### config.mk
export PLATFORM = sky130hd
export DESIGN_NAME = pca_pwm_cycle_config
export DESIGN_NICKNAME = d
export VERILOG_FILES = /design/src/core/pca_pwm_pkg.sv /design/src/core/cycle_wrap_detect.sv /design/src/core/pca_pwm_cycle_config.sv
export VERILOG_INCLUDE_DIRS = /design/src /design/src/core
export SDC_FILE = /design/constraint.sdc
export NUM_CORES = 1
export LEC_CHECK = 0
export ABC_AREA = 1
export BUFFER_PORTS_ARGS = -buffer_cell sky130_fd_sc_hd__buf_2
export CORE_MARGIN = 2
export CORE_UTILIZATION = 35
export CTS_BUF_LIST = sky130_fd_sc_hd__clkbuf_4 sky130_fd_sc_hd__clkbuf_8
export CTS_CLUSTER_DIAMETER = 40
export CTS_CLUSTER_SIZE = 12
export DETAILED_ROUTE_END_ITERATION = 10
export PLACE_DENSITY = 0.76
export SYNTH_ARGS = -nofsm -noshare
export SYNTH_HDL_FRONTEND = slang
export SYNTH_HIERARCHICAL = 1
export SYNTH_SLANG_ARGS = --single-unit
### constraint.sdc
create_clock -name i_clk -period 0.86 [get_ports i_clk]
set_input_delay 0.172 -clock i_clk [delete_from_list [all_inputs] [get_ports i_clk]]
set_output_delay 0.172 -clock i_clk [all_outputs]
set_load 0.05 [all_outputs]
### src/core/pca_pwm_consts.svh
// Purpose: Addresses, field positions, reset values and codes of the PWM setup register.
// Assumes: Included by its bare name from the design modules and the testbench.
// Notes: Definitions only.
`ifndef PCA_PWM_CONSTS_SVH
`define PCA_PWM_CONSTS_SVH

`define PWM_SETUP_ADDR 8'hD9
`define PWM_SETUP_PAGE 8'h0F
`define PWM_SETUP_RESET 8'h00

`define VIEW_SEL_BIT 7
`define WRAP_IRQ_EN_BIT 6
`define WRAP_FLAG_BIT 5
`define RSVD_HI_BIT 4
`define RSVD_LO_BIT 2
`define CYC_SEL_HI_BIT 1
`define CYC_SEL_LO_BIT 0

`define CYC_SEL_8 2'h0
`define CYC_SEL_9 2'h1
`define CYC_SEL_10 2'h2
`define CYC_SEL_11 2'h3

`define CYC_BITS_BASE 5'h08
`define CYC_BITS_WIDE 5'h10
`define RSVD_READ 3'h0

`endif

### src/core/pca_pwm_pkg.sv
// Purpose: Shared types for the PWM cycle configuration block.
// Assumes: Constants come from the header.
// Notes: Types only.
package pca_pwm_pkg;
  typedef logic [7:0] sfr_byte_t;
  typedef logic [1:0] cycle_sel_t;
  typedef logic [4:0] cycle_bits_t;
endpackage

### src/core/cycle_wrap_detect.sv
// Purpose: Spot the counter step that carries out of the selected cycle bit.
// Assumes: Count and step strobe come from the counter on the same clock.
// Notes: Purely combinational; the caller registers the result into the flag.
`timescale 1ns/1ns
`include "pca_pwm_consts.svh"
module cycle_wrap_detect
  import pca_pwm_pkg::*;
#(
  parameter int COUNT_W = 16
) (
  input wire logic [COUNT_W-1:0] i_count,
  input wire logic i_step,
  input wire cycle_sel_t i_sel,
  output logic o_wrap
);
  // The carry leaves bit N-1 exactly when the low N bits are all ones as the counter steps.
  always_comb begin
    o_wrap = 1'b0;
    case (i_sel)
      `CYC_SEL_8: o_wrap = i_step && (&i_count[7:0]); // RULE5
      `CYC_SEL_9: o_wrap = i_step && (&i_count[8:0]); // RULE5
      `CYC_SEL_10: o_wrap = i_step && (&i_count[9:0]); // RULE5
      default: o_wrap = i_step && (&i_count[10:0]); // RULE5
    endcase
  end
endmodule

### src/core/pca_pwm_cycle_config.sv
// Purpose: Shared PWM setup register of the counter array and its effects.
// Assumes: Special-function bus, counter and module modes share i_clk.
// Notes: Read data appears one clock after the read strobe.
`timescale 1ns/1ns
`include "pca_pwm_consts.svh"
// Operation
// RULE1 - Register answers only at 0xD9, page 0x0F
// RULE2 - View bit steers module values to reload registers
// RULE3 - Reload registers act only in 9-11 bit PWM
// RULE4 - Flag raises interrupt only when enabled
// RULE5 - Flag set on carry from selected bit
// RULE6 - Flag set by hardware or software, software clears
// RULE7 - Bits 4:2 read zero, writes ignored
// RULE8 - Select 00..11 means 8..11 bit cycle
// RULE9 - Cycle length applies to non-wide PWM channels
// RULE10 - Wide enable selects 16-bit PWM per module
// RULE11 - Reset clears every writable bit
module pca_pwm_cycle_config
  import pca_pwm_pkg::*;
#(
  parameter int NUM_MODULES = 6,
  parameter int COUNT_W = 16
) (
  input wire logic i_clk,
  input wire logic i_reset_n,
  input wire sfr_byte_t i_sfr_addr,
  input wire sfr_byte_t i_sfr_page,
  input wire logic i_sfr_wr,
  input wire logic i_sfr_rd,
  input wire sfr_byte_t i_sfr_wdata,
  output sfr_byte_t o_sfr_rdata,
  output logic o_sfr_hit,
  input wire logic [COUNT_W-1:0] i_main_array_counter,
  input wire logic i_counter_step,
  input wire logic i_module_value_access,
  output logic o_compare_access,
  output logic o_reload_access,
  input wire logic [NUM_MODULES-1:0] i_pwm_enable,
  input wire logic [NUM_MODULES-1:0] i_wide_pwm_enable,
  output logic [NUM_MODULES-1:0] o_reload_active,
  output logic [NUM_MODULES*5-1:0] o_module_cycle_bits,
  output logic o_reload_view_select,
  output logic o_cycle_wrap_irq_enable,
  output logic o_cycle_wrap_flag,
  output cycle_sel_t o_cycle_length_select,
  output logic o_cycle_irq
);

  logic reload_view_select_q;
  logic reload_view_select_d;
  logic cycle_wrap_irq_enable_q;
  logic cycle_wrap_irq_enable_d;
  logic cycle_wrap_flag_q;
  logic cycle_wrap_flag_d;
  cycle_sel_t cycle_length_select_q;
  cycle_sel_t cycle_length_select_d;
  sfr_byte_t rdata_q;
  sfr_byte_t rdata_d;
  sfr_byte_t setup_view;
  logic [NUM_MODULES*5-1:0] cycle_bits_q;
  logic [NUM_MODULES*5-1:0] cycle_bits_d;
  logic hit;
  logic setup_wr;
  logic wrap;

  always_comb begin
    hit = (i_sfr_addr == `PWM_SETUP_ADDR) && (i_sfr_page == `PWM_SETUP_PAGE); // RULE1
  end

  assign setup_wr = hit && i_sfr_wr;
  assign o_sfr_hit = hit;

  cycle_wrap_detect #(
    .COUNT_W(COUNT_W)
  ) u_wrap (
    .i_count(i_main_array_counter),
    .i_step(i_counter_step),
    .i_sel(cycle_length_select_q),
    .o_wrap(wrap)
  );

  // The reserved field is pinned to zero here, so a write can never leak into it.
  always_comb begin
    setup_view = `PWM_SETUP_RESET;
    setup_view[`VIEW_SEL_BIT] = reload_view_select_q;
    setup_view[`WRAP_IRQ_EN_BIT] = cycle_wrap_irq_enable_q;
    setup_view[`WRAP_FLAG_BIT] = cycle_wrap_flag_q;
    setup_view[`RSVD_HI_BIT:`RSVD_LO_BIT] = `RSVD_READ; // RULE7
    setup_view[`CYC_SEL_HI_BIT:`CYC_SEL_LO_BIT] = cycle_length_select_q;
  end

  always_comb begin
    reload_view_select_d = reload_view_select_q;
    cycle_wrap_irq_enable_d = cycle_wrap_irq_enable_q;
    cycle_wrap_flag_d = cycle_wrap_flag_q;
    cycle_length_select_d = cycle_length_select_q;
    rdata_d = `PWM_SETUP_RESET;
    if (setup_wr) begin
      reload_view_select_d = i_sfr_wdata[`VIEW_SEL_BIT];
      cycle_wrap_irq_enable_d = i_sfr_wdata[`WRAP_IRQ_EN_BIT];
      cycle_wrap_flag_d = i_sfr_wdata[`WRAP_FLAG_BIT]; // RULE6
      cycle_length_select_d = i_sfr_wdata[`CYC_SEL_HI_BIT:`CYC_SEL_LO_BIT]; // RULE8
    end
    // A carry in the same cycle as a software clear must not be lost, so set wins.
    if (wrap) begin
      cycle_wrap_flag_d = 1'b1; // RULE5 RULE6
    end
    if (hit && i_sfr_rd) begin
      rdata_d = setup_view; // RULE7
    end
  end

  always_ff @(posedge i_clk or negedge i_reset_n) begin
    if (!i_reset_n) begin
      reload_view_select_q <= 1'b0; // RULE11
      cycle_wrap_irq_enable_q <= 1'b0;
      cycle_wrap_flag_q <= 1'b0;
      cycle_length_select_q <= `CYC_SEL_8;
      rdata_q <= `PWM_SETUP_RESET;
    end else begin
      reload_view_select_q <= reload_view_select_d;
      cycle_wrap_irq_enable_q <= cycle_wrap_irq_enable_d;
      cycle_wrap_flag_q <= cycle_wrap_flag_d;
      cycle_length_select_q <= cycle_length_select_d;
      rdata_q <= rdata_d;
    end
  end

  assign o_sfr_rdata = rdata_q;
  assign o_reload_view_select = reload_view_select_q;
  assign o_cycle_wrap_irq_enable = cycle_wrap_irq_enable_q;
  assign o_cycle_wrap_flag = cycle_wrap_flag_q;
  assign o_cycle_length_select = cycle_length_select_q;
  assign o_cycle_irq = cycle_wrap_irq_enable_q && cycle_wrap_flag_q; // RULE4

  // Accesses at the module value addresses land in one of two register sets.
  assign o_compare_access = i_module_value_access && !reload_view_select_q; // RULE2
  assign o_reload_access = i_module_value_access && reload_view_select_q; // RULE2

  // Per module: cycle length in bits. One process owns the whole vector, so no
  // slice of it ever has a second driver.
  always_comb begin
    cycle_bits_d = cycle_bits_q;
    for (int k = 0; k < NUM_MODULES; k++) begin
      if (i_wide_pwm_enable[k]) begin
        cycle_bits_d[k*5 +: 5] = `CYC_BITS_WIDE; // RULE10
      end else begin
        cycle_bits_d[k*5 +: 5] = `CYC_BITS_BASE + {3'h0, cycle_length_select_q}; // RULE8 RULE9
      end
    end
  end

  // Per module: whether its reload register matters.
  genvar m;
  generate
    for (m = 0; m < NUM_MODULES; m++) begin : g_mod
      // The reload value is meaningless in 8-bit and 16-bit cycles.
      assign o_reload_active[m] = i_pwm_enable[m] && !i_wide_pwm_enable[m] &&
        (cycle_length_select_q != `CYC_SEL_8); // RULE3
    end
  endgenerate

  always_ff @(posedge i_clk or negedge i_reset_n) begin
    if (!i_reset_n) begin
      cycle_bits_q <= {NUM_MODULES{`CYC_BITS_BASE}};
    end else begin
      cycle_bits_q <= cycle_bits_d;
    end
  end

  assign o_module_cycle_bits = cycle_bits_q;
endmodule

==> impl_metrics.toml <==
[status]
violations = "setup timing"
outcome = "finished, violations left"

[pwr]
peakVddDrop_v = 0.0005662
p_sw_mw = 0.9555
pwr_density_cell_nw_per_um2 = 1288
clkPwrFrac_pct = 34.4
seqPwrFrac_pct = 47.0
comb_power_share_pct = 18.6
sw_frac_of_total_pct = 26.92
leakagePower_nw = 1.435
power.internal_mw = 2.594

[synth]
yosysTopAreaCell = "dfrtp_1"
yosysWarnings = 6
yosysTopAreaCellShare_pct = 51.66
avgSynthCellArea_um2 = 9.290
ys_seq_elements = 34
syn-cell-area_um2 = 1356
synth_cell_type_count = 16
syn_inst = 146
synth-seq-area-share_pct = 63.28
netlist_top_cells_area = "dfrtp_1 52%, dfstp_2 12%, nor2_1 8.6%"

[die]
rows = 22
die_height_um = 66.25
die_w_um = 66.25
dieArea_um2 = 4389
core_um2 = 3689
start_util_pct = 36.77
io_pins = 111

[place]
gp_congestion = 0.7485
numPortBuffers = 93
place_hpwl_um = 2665

[setup_path]
required_ns = 0.69
worst-r2r-cell-count = 7
r2r_slack_ns = -0.35
arrival_ns = 1.17
start_kind = "register"
worst_r2r_endpoint = "o_cycle_wrap_flag"
crit_path_end_kind = "output port"
worst-setup-path-type = "reg -> out"
rr_startpoint = "o_cycle_length_select[0]"
path_max_fanout = 6

[layout]
n_fill_cell = 247
nets = 334
syn_to_final_growth_pct = 103.2
final_core_util_pct = 74.73
drive_gt1_share_pct = 65.34
diodes = 0

[timing]
worst_slack_ns = -0.4796
setup_viol = 61
hold_viol = 0
clock.fmax_mhz = 746.5
min_period_over_period_pct = 155.8
setup_tns_ns = -13.34
rsz0062_at_grt = "true"
finalClockSkew_ns = 0.005552
finalMaxSlewViolations = 0
min_period_ns = 1.340

[clock_network]
cts.htree.levels = 2
cts_root_buf = "clkbuf_8"
cts_buffers = 5
cts_tree = "yes"
clockBufferDepth = 2
clock_latency_ns = 0.29
clock-sinks = 34
clkSlewWorstSetupHoldPaths_ns = 0.06

[global_routing]
grt_use_total_pct = 18.19
met3_usage_pct = 4.600
grt_max_degree = 14
antenna_found_initial = 0
grt_pass1_wl_um = 5740
grt_overflow = 0
grtUsageMet1_pct = 18.82
grt_pass1_vias = 1361
grt_use_met2_pct = 33.13
grt.busiest_layer = "met2"

[routing]
avgRoutedWirePerCell_um = 12.11
drc = 0
ant_nets = 0
routed_wl_um = 3936
first_iter_violations = 84
num_vias = 1387
dr.pass1.iters = 4
viasPerCell = 4.268

[min_path]
hold_path_class = "in -> reg"
worstHoldStart = "i_wide_pwm_enable[0]"
hold_end = "o_module_cycle_bits[3]"
min_path_cells = 2

[flow_run]
maxCapViolCount = 0
-- through the flow --
step           hold WS [ns]  power [mW]  instances  area, um2  setup WS [ns]
2_1_floorplan       -0.1236       1.999        154       1478        -0.3307
3_3_place_gp        0.06796       2.221        307       2131        -0.3002
3_5_place_dp        0.07590       2.232        307       2131        -0.3184
4_1_cts             0.01996       3.520        320       2594        -0.5063
5_1_grt             0.01837       3.697        325       2756        -0.5171
6_report            0.02876       3.550        325       2756        -0.4796
-- cells in the final DEF, fill, tap and decap left out, drive strengths merged --
cell type      n
clkinvlp       4
clkbuf         7
dfstp          6
conb           9
nand4          1
dfrtp         28
nand2         27
inv           25
a21boi         1
o21ai          4
buf          123
nand3          3
a21oi          1
and2           1
nor2          35
clkinv         1
dlygate4sd3    1
-- layer usage --
metal  routed length [um]  vias to the layer above
li1                     -                      665
met5                    0                        -
met2                 2058                       90
met4                   39                        0
met1                 1483                      628
met3                  354                        4
-- cells in the mapped netlist, drive strengths merged --
cell and n:
nand3 3, dfrtp 28, nand2 27, dfstp 6
buf 9, and2 1, o21ai 4, nor2 35
nand4 1, conb 1, a21boi 1, a21oi 1
inv 29
-- logic make-up after synthesis --
| group | share of synthesized area (%) |
|---|---|
| simple gates | 21.03 |
| compound gates | 2.398 |
| other cells | 0.2765 |
| flops | 63.28 |
| buf+inv | 13.01 |
-- power groups by stage --
stage               sequential, mW  combinational, mW  clock [mW]
CTS                           1.67              0.611        1.24
floorplan                     1.81              0.192           0
global route                  1.67              0.705        1.32
finish                        1.67              0.661        1.22
global placement              1.68              0.539           0
detailed placement            1.69              0.546           0
-- how the worst max path moves through the flow --
stage	start	endpoint	slack, ns	cells after the start
after floorplan	o_cycle_length_select[0]	o_reload_active[0]	-0.33	2
after global placement	i_sfr_addr[4]	o_sfr_hit	-0.30	7
after detailed placement	i_sfr_addr[4]	o_sfr_hit	-0.32	7
after CTS	o_cycle_length_select[0]	o_reload_active[1]	-0.51	4
after global routing	o_cycle_length_select[1]	o_reload_active[1]	-0.52	4
final	o_cycle_length_select[1]	o_reload_active[2]	-0.48	4
-- critical path, stage by stage, from the launching register on --
cell     delay, ns
dfrtp_2       0.42
nor2_4        0.13
buf_12        0.15
nor2_4        0.04
buf_6         0.14
-- state kept, by name (all words and copies together) (netlist names) --
name	cells
o_cycle_wrap_flag	1
o_module_cycle_bits	24
o_cycle_wrap_irq_enable	1
o_reload_view_select	1
o_cycle_length_select	2
o_sfr_rdata	5
-- what timing repair did --
item | in CTS | in global routing
hold endpoints to repair | 8 | 0
buffers inserted | 4 | 7
setup endpoints to repair | 59 | 66
hold buffers | 1 | 0
pin swaps | 8 | 20
resized for setup | 101 | 35
-- area by class of cell --
type / count / area (um2) / area share (%)
Clock buffer: 7 / 90.09 / 3.268
Clock inverter: 1 / 5.005 / 0.1816
Inverter: 29 / 128.9 / 4.675
Multi-Input combinational cell: 82 / 481.7 / 17.48
Sequential cell: 34 / 864.6 / 31.37
Tap cell: 48 / 60.06 / 2.179
Timing Repair Buffer: 124 / 1126 / 40.85
Note: power is estimated with default switching activity, not from simulation.
